$ cat src/core/tpg_pkg.sv
package tpg_pkg;
  localparam int          ADDR_W            = 12;
  localparam int          DATA_W            = 8;
  localparam logic [11:0] ADDR_P4_LATCH     = 12'h004;
  localparam logic [11:0] ADDR_P6_LATCH     = 12'h006;
  localparam logic [11:0] ADDR_P4_PIN       = 12'h00A;
  localparam logic [11:0] ADDR_P4_DIR       = 12'h00C;
  localparam logic [11:0] ADDR_P4_DRAIN     = 12'h02D;
  localparam logic [11:0] ADDR_P6_DIR       = 12'h02E;
  localparam logic [11:0] ADDR_P6_PULLUP    = 12'hFBC;
  localparam logic [11:0] ADDR_P5_LATCH     = 12'h010;
  localparam logic [11:0] ADDR_P5_DIR       = 12'h011;
  localparam logic [11:0] ADDR_ANALOG_CTRL  = 12'h012;
  localparam int          ANALOG_DIS_BIT    = 0;
  localparam logic [7:0]  RST_P4_LATCH      = 8'hFF;
  localparam logic [7:0]  RST_P4_DIR        = 8'h00;
  localparam logic [7:0]  RST_P4_DRAIN      = 8'h00;
  localparam logic [7:0]  RST_P5_LATCH      = 8'h00;
  localparam logic [7:0]  RST_P5_DIR        = 8'h00;
  localparam logic [7:0]  RST_P6_LATCH      = 8'h00;
  localparam logic [7:0]  RST_P6_DIR        = 8'h00;
  localparam logic [7:0]  RST_P6_PULLUP     = 8'h00;
  localparam logic        RST_ANALOG_DIS    = 1'b1;
  localparam logic [7:0]  ZERO_BYTE         = 8'h00;

  typedef struct packed {
    logic [11:0] addr;
    logic [7:0]  wdata;
    logic        wr;
    logic        rd;
  } tpg_bus_req_t;

  typedef struct packed {
    logic [7:0] out;
    logic [7:0] oe_n;
  } tpg_pin_drive_t;

  typedef struct packed {
    logic [7:0] analog_sel;
    logic [7:0] pullup_on;
    logic       analog_input_disable;
  } tpg_analog_t;
endpackage : tpg_pkg

$ cat src/core/tpg_gpio_bank.sv
module tpg_gpio_bank (
  input  wire logic                  SYS_CLK,
  input  wire logic                  RESET,
  input  wire logic                  CE,
  input  wire tpg_pkg::tpg_bus_req_t BUS_REQ,
  output logic      [7:0]            RDATA,
  input  wire logic [7:0]            P4_IN,
  output tpg_pkg::tpg_pin_drive_t    P4_DRV,
  input  wire logic [7:0]            P5_IN,
  output tpg_pkg::tpg_pin_drive_t    P5_DRV,
  input  wire logic [7:0]            P6_IN,
  output tpg_pkg::tpg_pin_drive_t    P6_DRV,
  output tpg_pkg::tpg_analog_t       P6_ANALOG
);
  import tpg_pkg::*;

  logic [7:0] p4_latch_r;
  logic [7:0] p4_dir_r;
  logic [7:0] p4_drain_r;
  logic [7:0] p5_latch_r;
  logic [7:0] p5_dir_r;
  logic [7:0] p6_latch_r;
  logic [7:0] p6_dir_r;
  logic [7:0] p6_pu_r;
  logic       an_dis_r;
  logic [7:0] rdata_r;
  logic [7:0] rdata_nxt;
  logic [7:0] p4_pin;
  logic [7:0] p5_pin;
  logic [7:0] p6_pin;
  logic [7:0] p6_oe_n;
  logic [7:0] p6_fixed_zero;
  logic [7:0] p6_analog;
  logic [7:0] p6_pullup;
  logic [7:0] p5_view;
  logic [7:0] p6_view;
  logic       wr;
  logic       rd;

  assign wr = BUS_REQ.wr & CE;
  assign rd = BUS_REQ.rd & CE;

  tpg_sync u_sync_p4 (
    .clk (SYS_CLK),
    .rst (RESET),
    .ce  (CE),
    .d   (P4_IN),
    .q   (p4_pin)
  );

  tpg_sync u_sync_p5 (
    .clk (SYS_CLK),
    .rst (RESET),
    .ce  (CE),
    .d   (P5_IN),
    .q   (p5_pin)
  );

  tpg_sync u_sync_p6 (
    .clk (SYS_CLK),
    .rst (RESET),
    .ce  (CE),
    .d   (P6_IN),
    .q   (p6_pin)
  );

  tpg_p6_mode u_p6_mode (
    .dir        (p6_dir_r),
    .latch      (p6_latch_r),
    .pu_en      (p6_pu_r),
    .an_dis     (an_dis_r),
    .oe_n       (p6_oe_n),
    .fixed_zero (p6_fixed_zero),
    .analog     (p6_analog),
    .pull_on    (p6_pullup)
  );

  // port4 registers
  always_ff @(posedge SYS_CLK or posedge RESET) begin
    if (RESET) begin
      p4_dir_r <= RST_P4_DIR;
    end else if (wr && BUS_REQ.addr == ADDR_P4_DIR) begin
      p4_dir_r <= BUS_REQ.wdata;
    end
  end

  always_ff @(posedge SYS_CLK or posedge RESET) begin
    if (RESET) begin
      p4_latch_r <= RST_P4_LATCH;
    end else if (wr && BUS_REQ.addr == ADDR_P4_LATCH) begin
      p4_latch_r <= BUS_REQ.wdata;
    end
  end

  always_ff @(posedge SYS_CLK or posedge RESET) begin
    if (RESET) begin
      p4_drain_r <= RST_P4_DRAIN;
    end else if (wr && BUS_REQ.addr == ADDR_P4_DRAIN) begin
      p4_drain_r <= BUS_REQ.wdata;
    end
  end

  // port5 registers
  always_ff @(posedge SYS_CLK or posedge RESET) begin
    if (RESET) begin
      p5_dir_r   <= RST_P5_DIR;
      p5_latch_r <= RST_P5_LATCH;
    end else if (wr) begin
      if (BUS_REQ.addr == ADDR_P5_DIR) begin
        p5_dir_r <= BUS_REQ.wdata;
      end
      if (BUS_REQ.addr == ADDR_P5_LATCH) begin
        p5_latch_r <= BUS_REQ.wdata;
      end
    end
  end

  // port6 registers
  always_ff @(posedge SYS_CLK or posedge RESET) begin
    if (RESET) begin
      p6_dir_r   <= RST_P6_DIR;
      p6_latch_r <= RST_P6_LATCH;
      an_dis_r   <= RST_ANALOG_DIS;
    end else if (wr) begin
      if (BUS_REQ.addr == ADDR_P6_DIR) begin
        p6_dir_r <= BUS_REQ.wdata;
      end
      if (BUS_REQ.addr == ADDR_P6_LATCH) begin
        p6_latch_r <= BUS_REQ.wdata;
      end
      if (BUS_REQ.addr == ADDR_ANALOG_CTRL) begin
        an_dis_r <= BUS_REQ.wdata[ANALOG_DIS_BIT];
      end
    end
  end

  always_ff @(posedge SYS_CLK or posedge RESET) begin
    if (RESET) begin
      p6_pu_r <= RST_P6_PULLUP;
    end else if (wr && BUS_REQ.addr == ADDR_P6_PULLUP) begin
      p6_pu_r <= BUS_REQ.wdata;
    end
  end

  // data views seen by software
  for (genvar i = 0; i < DATA_W; i++) begin : g_view
    assign p5_view[i] = p5_dir_r[i] ? p5_latch_r[i] : p5_pin[i];
    assign p6_view[i] = p6_dir_r[i] ? p6_latch_r[i] :
                        ((p6_fixed_zero[i] | p6_analog[i]) ? 1'b0 : p6_pin[i]);
  end

  // read mux
  always_comb begin
    case (BUS_REQ.addr)
      ADDR_P4_LATCH:    rdata_nxt = p4_latch_r;
      ADDR_P4_PIN:      rdata_nxt = p4_pin;
      ADDR_P4_DIR:      rdata_nxt = p4_dir_r;
      ADDR_P4_DRAIN:    rdata_nxt = p4_drain_r;
      ADDR_P5_LATCH:    rdata_nxt = p5_view;
      ADDR_P5_DIR:      rdata_nxt = p5_dir_r;
      ADDR_P6_LATCH:    rdata_nxt = p6_view;
      ADDR_P6_DIR:      rdata_nxt = p6_dir_r;
      ADDR_P6_PULLUP:   rdata_nxt = p6_pu_r;
      ADDR_ANALOG_CTRL: rdata_nxt = {7'h00, an_dis_r};
      default:          rdata_nxt = ZERO_BYTE;
    endcase
  end

  // read data held after the strobe until the next edge with CE high, then zero
  always_ff @(posedge SYS_CLK or posedge RESET) begin
    if (RESET) begin
      rdata_r <= ZERO_BYTE;
    end else if (CE) begin
      rdata_r <= rd ? rdata_nxt : ZERO_BYTE;
    end
  end

  assign RDATA = rdata_r;

  // port4 pin drive
  for (genvar i = 0; i < DATA_W; i++) begin : g_p4
    assign P4_DRV.out[i]  = p4_drain_r[i] ? 1'b0 : p4_latch_r[i];
    assign P4_DRV.oe_n[i] = ~p4_dir_r[i] | (p4_drain_r[i] & p4_latch_r[i]);
  end

  assign P5_DRV.out  = p5_latch_r;
  assign P5_DRV.oe_n = ~p5_dir_r;

  assign P6_DRV.out  = p6_latch_r;
  assign P6_DRV.oe_n = p6_oe_n;

  assign P6_ANALOG.analog_sel           = p6_analog;
  assign P6_ANALOG.pullup_on            = p6_pullup;
  assign P6_ANALOG.analog_input_disable = an_dis_r;
endmodule : tpg_gpio_bank

$ cat src/core/tpg_sync.sv
module tpg_sync (
  input  wire logic       clk,
  input  wire logic       rst,
  input  wire logic       ce,
  input  wire logic [7:0] d,
  output logic      [7:0] q
);
  import tpg_pkg::*;
  logic [7:0] meta_r;

  // two flops per bit
  for (genvar i = 0; i < DATA_W; i++) begin : g_bit
    always_ff @(posedge clk or posedge rst) begin
      if (rst) begin
        meta_r[i] <= 1'b0;
        q[i]      <= 1'b0;
      end else if (ce) begin
        meta_r[i] <= d[i];
        q[i]      <= meta_r[i];
      end
    end
  end
endmodule : tpg_sync

$ cat src/core/tpg_p6_mode.sv
module tpg_p6_mode (
  input  wire logic [7:0] dir,
  input  wire logic [7:0] latch,
  input  wire logic [7:0] pu_en,
  input  wire logic       an_dis,
  output logic      [7:0] oe_n,
  output logic      [7:0] fixed_zero,
  output logic      [7:0] analog,
  output logic      [7:0] pull_on
);
  import tpg_pkg::*;

  // per-bit mode matrix
  for (genvar i = 0; i < DATA_W; i++) begin : g_bit
    assign oe_n[i]       = ~dir[i];
    assign fixed_zero[i] = ~dir[i] & ~latch[i] & an_dis;
    assign analog[i]     = ~dir[i] & ~latch[i] & ~an_dis;
    assign pull_on[i]    = pu_en[i] & ~dir[i];
  end
endmodule : tpg_p6_mode

$ cat config.mk
export PLATFORM = sky130hd
export DESIGN_NAME = tpg_gpio_bank
export DESIGN_NICKNAME = d
export VERILOG_FILES = /design/src/core/tpg_pkg.sv /design/src/core/tpg_gpio_bank.sv /design/src/core/tpg_sync.sv /design/src/core/tpg_p6_mode.sv
export SDC_FILE = /design/constraint.sdc
export NUM_CORES = 1
export LEC_CHECK = 0
export BUFFER_PORTS_ARGS = -buffer_cell sky130_fd_sc_hd__buf_2
export CORE_MARGIN = 8
export CORE_UTILIZATION = 35
export DETAILED_ROUTE_END_ITERATION = 16
export GPL_ROUTABILITY_DRIVEN = 0
export PLACE_DENSITY = 0.54
export SYNTH_ARGS = -nofsm -noshare
export SYNTH_HDL_FRONTEND = slang
export SYNTH_SLANG_ARGS = --single-unit
$ cat constraint.sdc
create_clock -name SYS_CLK -period 5.1 [get_ports SYS_CLK]
set_input_delay 0.765 -clock SYS_CLK [delete_from_list [all_inputs] [get_ports SYS_CLK]]
set_output_delay 0.765 -clock SYS_CLK [all_outputs]
set_load 0.02 [all_outputs]
==> results.cfg <==
[final_layout]
final_nets = 660
n_antenna_cell = 0
final_core_util_pct = 43.81
design_area_um2 = 7239
layout-drive-gt1-share_pct = 47.67
area_growth_pct = 23.13

[yosys]
yosys-top-cells-area = dfrtp_1, mux2_2, dfstp_2, nand2_1, nor2b_1
yosys_register_bits = 121
synth-edff-count = 0
synth_top_family_by_area = multiplexers
synthXorXnorAreaFrac_pct = 0.1490
synth_top_cells_by_count = dfrtp_1, mux2_2, nand2_1
synthFlopType = dfrtp_1
synth.distinct_cells = 67
yosys.area_share.adder_pct = 0
synth_top_area_share_pct = 47.67
syn-num-nets = 541
yosysSeqAreaShare_pct = 51.69
yosysMostFrequentCell = dfrtp_1
synth_compound_area_share_pct = 10.02
muxShareOfSynthArea_pct = 20.45
avgSynthCellArea_um2 = 11.95
synth-simple-area-share_pct = 13.83
yosys.area.top_type = dfrtp_1
syn_inst = 492
syn-cell-area_um2 = 5879
async_reset_ff_share_pct = 100.0
yosys_warnings = 0

[run]
drv_cap = 0

[setup_path]
endpoint_kind = flop
crit_chain = buf_2 > nor4b_1 > nand2_1 > nor3b_2 > o21ai_0
critPathBufInv = 1
cp_slowest_cell = nor3b_2
critPathLaunchType = input port
cpPeakStageDelay_ns = 1.04
path_class = input port to flop
path_delay_family = simple AND/OR/NAND/NOR gates
worstPathRequired_ns = 5.34
worstPathMaxFanout = 16
cp.arrival_ns = 2.96

[detailed_routing]
drc_errors = 0
firstDrtPassIters = 4
final_antenna_net_count = 0
routed_wl_um = 17390
viasPerCell = 5.235
routedWlPerCell_um = 20.62
drt-initial-drc-count = 314
vias = 4413

[placed_design]
placed_area_um2 = 6634
port_buffers = 121
pre_cts_slack_ns = 1.985
post-dp-hpwl_um = 13140

[floorplanning]
die_h_um = 145.6
rows = 47
die-area_um2 = 21200
start_util_pct = 35.58
pin_count = 122
core_um2 = 16520
die_w_um = 145.6

[global_route]
grt_first_pass_wirelength_um = 27890
grt-ovfl-total = 0
grt_usage_pct = 17.01
grt_pass1_vias = 4737
antenna_found_initial = 0
grt_start_max_net_pins = 85

[timing]
slew_viol_final = 0
fin_ws_ns = 2.384
clock_skew_ns = 0.007357
hold_viol = 0
worst_pin_slew_ns = 1.235
setup_viol = 0
rsz0062_at_grt = false
tns_ns = 0
relSlewSlack_pct = 17.31
max_clock_freq_ghz = 0.3682
timing.final.crit_period_ns = 2.716
finalCritPeriodShare_pct = 53.25

[clock_tree]
cts_resized = 0
root_buffer = clkbuf_16
htreeDepth = 4
cts_tree = done
insertion_delay_ns = 0.41
cts_hold_buffers = 0
post_cts_buffers = 0
cts_made_buffers = 17
cts.sinks = 121
clkTransAtPathRegs_ns = 0.05
cts_max_path_buffers = 2

[power]
ir_worst_vdd_uv = 264.9
p_per_area_nw_per_um2 = 339.7
p_leak_nw = 3.307

[status]
status = finished, final reports clean

[hold_path]
hp-class = flop to flop
==> worst paths after layout <==
check / from / end / slack (ns) / cells after the start
worst max-delay path: BUS_REQ[11] / p6_dir_r[1]$_DFFE_PP0P_ / 2.38 / 5
worst min-delay path: u_sync_p5.meta_r[6]$_DFFE_PP0P_ / u_sync_p5.q[6]$_DFFE_PP0P_ / 0.50 / 1
worst max register to register: p6_dir_r[4]$_DFFE_PP0P_ / RDATA[4]$_DFFE_PP0P_ / 3.38 / 5
worst min register to register: u_sync_p5.meta_r[6]$_DFFE_PP0P_ / u_sync_p5.q[6]$_DFFE_PP0P_ / 0.50 / 1
max in group asynchronous: RESET / p4_latch_r[5]$_DFFE_PP1P_ / 3.40 / 3
min in group asynchronous: RESET / u_sync_p6.meta_r[1]$_DFFE_PP0P_ / 0.61 / 2
==> layout make-up <==
cell class | count | area [µm²]
clock buffer | 23 | 488.0
clock inverter | 8 | 117.6
fill | 1581 | 9285
inverter | 22 | 85.08
multi-input combinational | 326 | 2614
sequential | 121 | 3039
tap | 220 | 275.3
timing repair buffer | 123 | 620.6
==> placed cells by master, fill, tap and decap left out, types with 3 or more instances in the layout <==
cell type  synthesis  routed
buf_2              5     121
dfrtp_1          112     112
mux2_2           103     103
nand2_1           44      44
inv_1             22      21
o21ai_0           20      20
clkbuf_16          0      17
nor2_1            16      16
nor2b_1           16      16
nand3_1           12      12
nor3_1            11      11
dfstp_2            9       9
a21oi_1            8       8
a22oi_1            7       7
and2_1             6       6
o211ai_1           6       6
a22o_1             5       5
a32oi_1            4       4
o2bb2ai_1          4       4
clkbuf_8           0       4
clkinv_2           0       4
nand3_2            3       3
a211oi_1           3       3
or2_2              3       3
nand3b_1           3       3
o221a_2            3       3
bufinv_16          0       3
==> stage by stage <==
step | power (mW) | instances | hold slack (ns)
finish | 2.460 | 843 | 0.4968
global route | 2.558 | 843 | 0.5214
CTS | 2.484 | 843 | 0.5049
detailed placement | 1.242 | 812 | 0.4924
global placement | 1.235 | 812 | 0.4845
floorplan | 1.169 | 492 | 0.4730
==> cells by family after synthesis <==
logic type	count (synthesis)
buf+inv	45
flops	121
simple gates	138
xor+xnor	1
mux	107
compound gates	80
==> flip-flops by register name, summed over array words and instances, names as in the netlist <==
name / count
p4_drain_r: 8
u_sync_p4.meta_r: 8
p4_dir_r: 8
p6_pu_r: 8
u_sync_p5.meta_r: 8
u_sync_p6.meta_r: 8
p5_latch_r: 8
u_sync_p5.q: 8
p4_latch_r: 8
RDATA: 8
u_sync_p4.q: 8
an_dis_r: 1
p6_latch_r: 8
p5_dir_r: 8
p6_dir_r: 8
u_sync_p6.q: 8
==> report_power, final <==
part / total [mW] / switching [mW] / internal, mW
Clock: 1.24 / 0.422 / 0.814
Sequential: 1.05 / 0.0341 / 1.01
Combinational: 0.176 / 0.0961 / 0.0796
==> worst reg2reg max path: cells and delay by family, from the launching register on <==
family,cells,cell delay [ns]
compound gates,4,1.00
flops,1,0.43
simple gates,1,0.14
==> layer usage <==
layer | wire length [µm] | global-route usage (%)
met1 | 7709 | 21.41
met3 | 810 | 3.825
met4 | 340 | 6.507
met5 | 0 | 0
met2 | 8525 | 27.97
(Power assumes the default switching activity.)
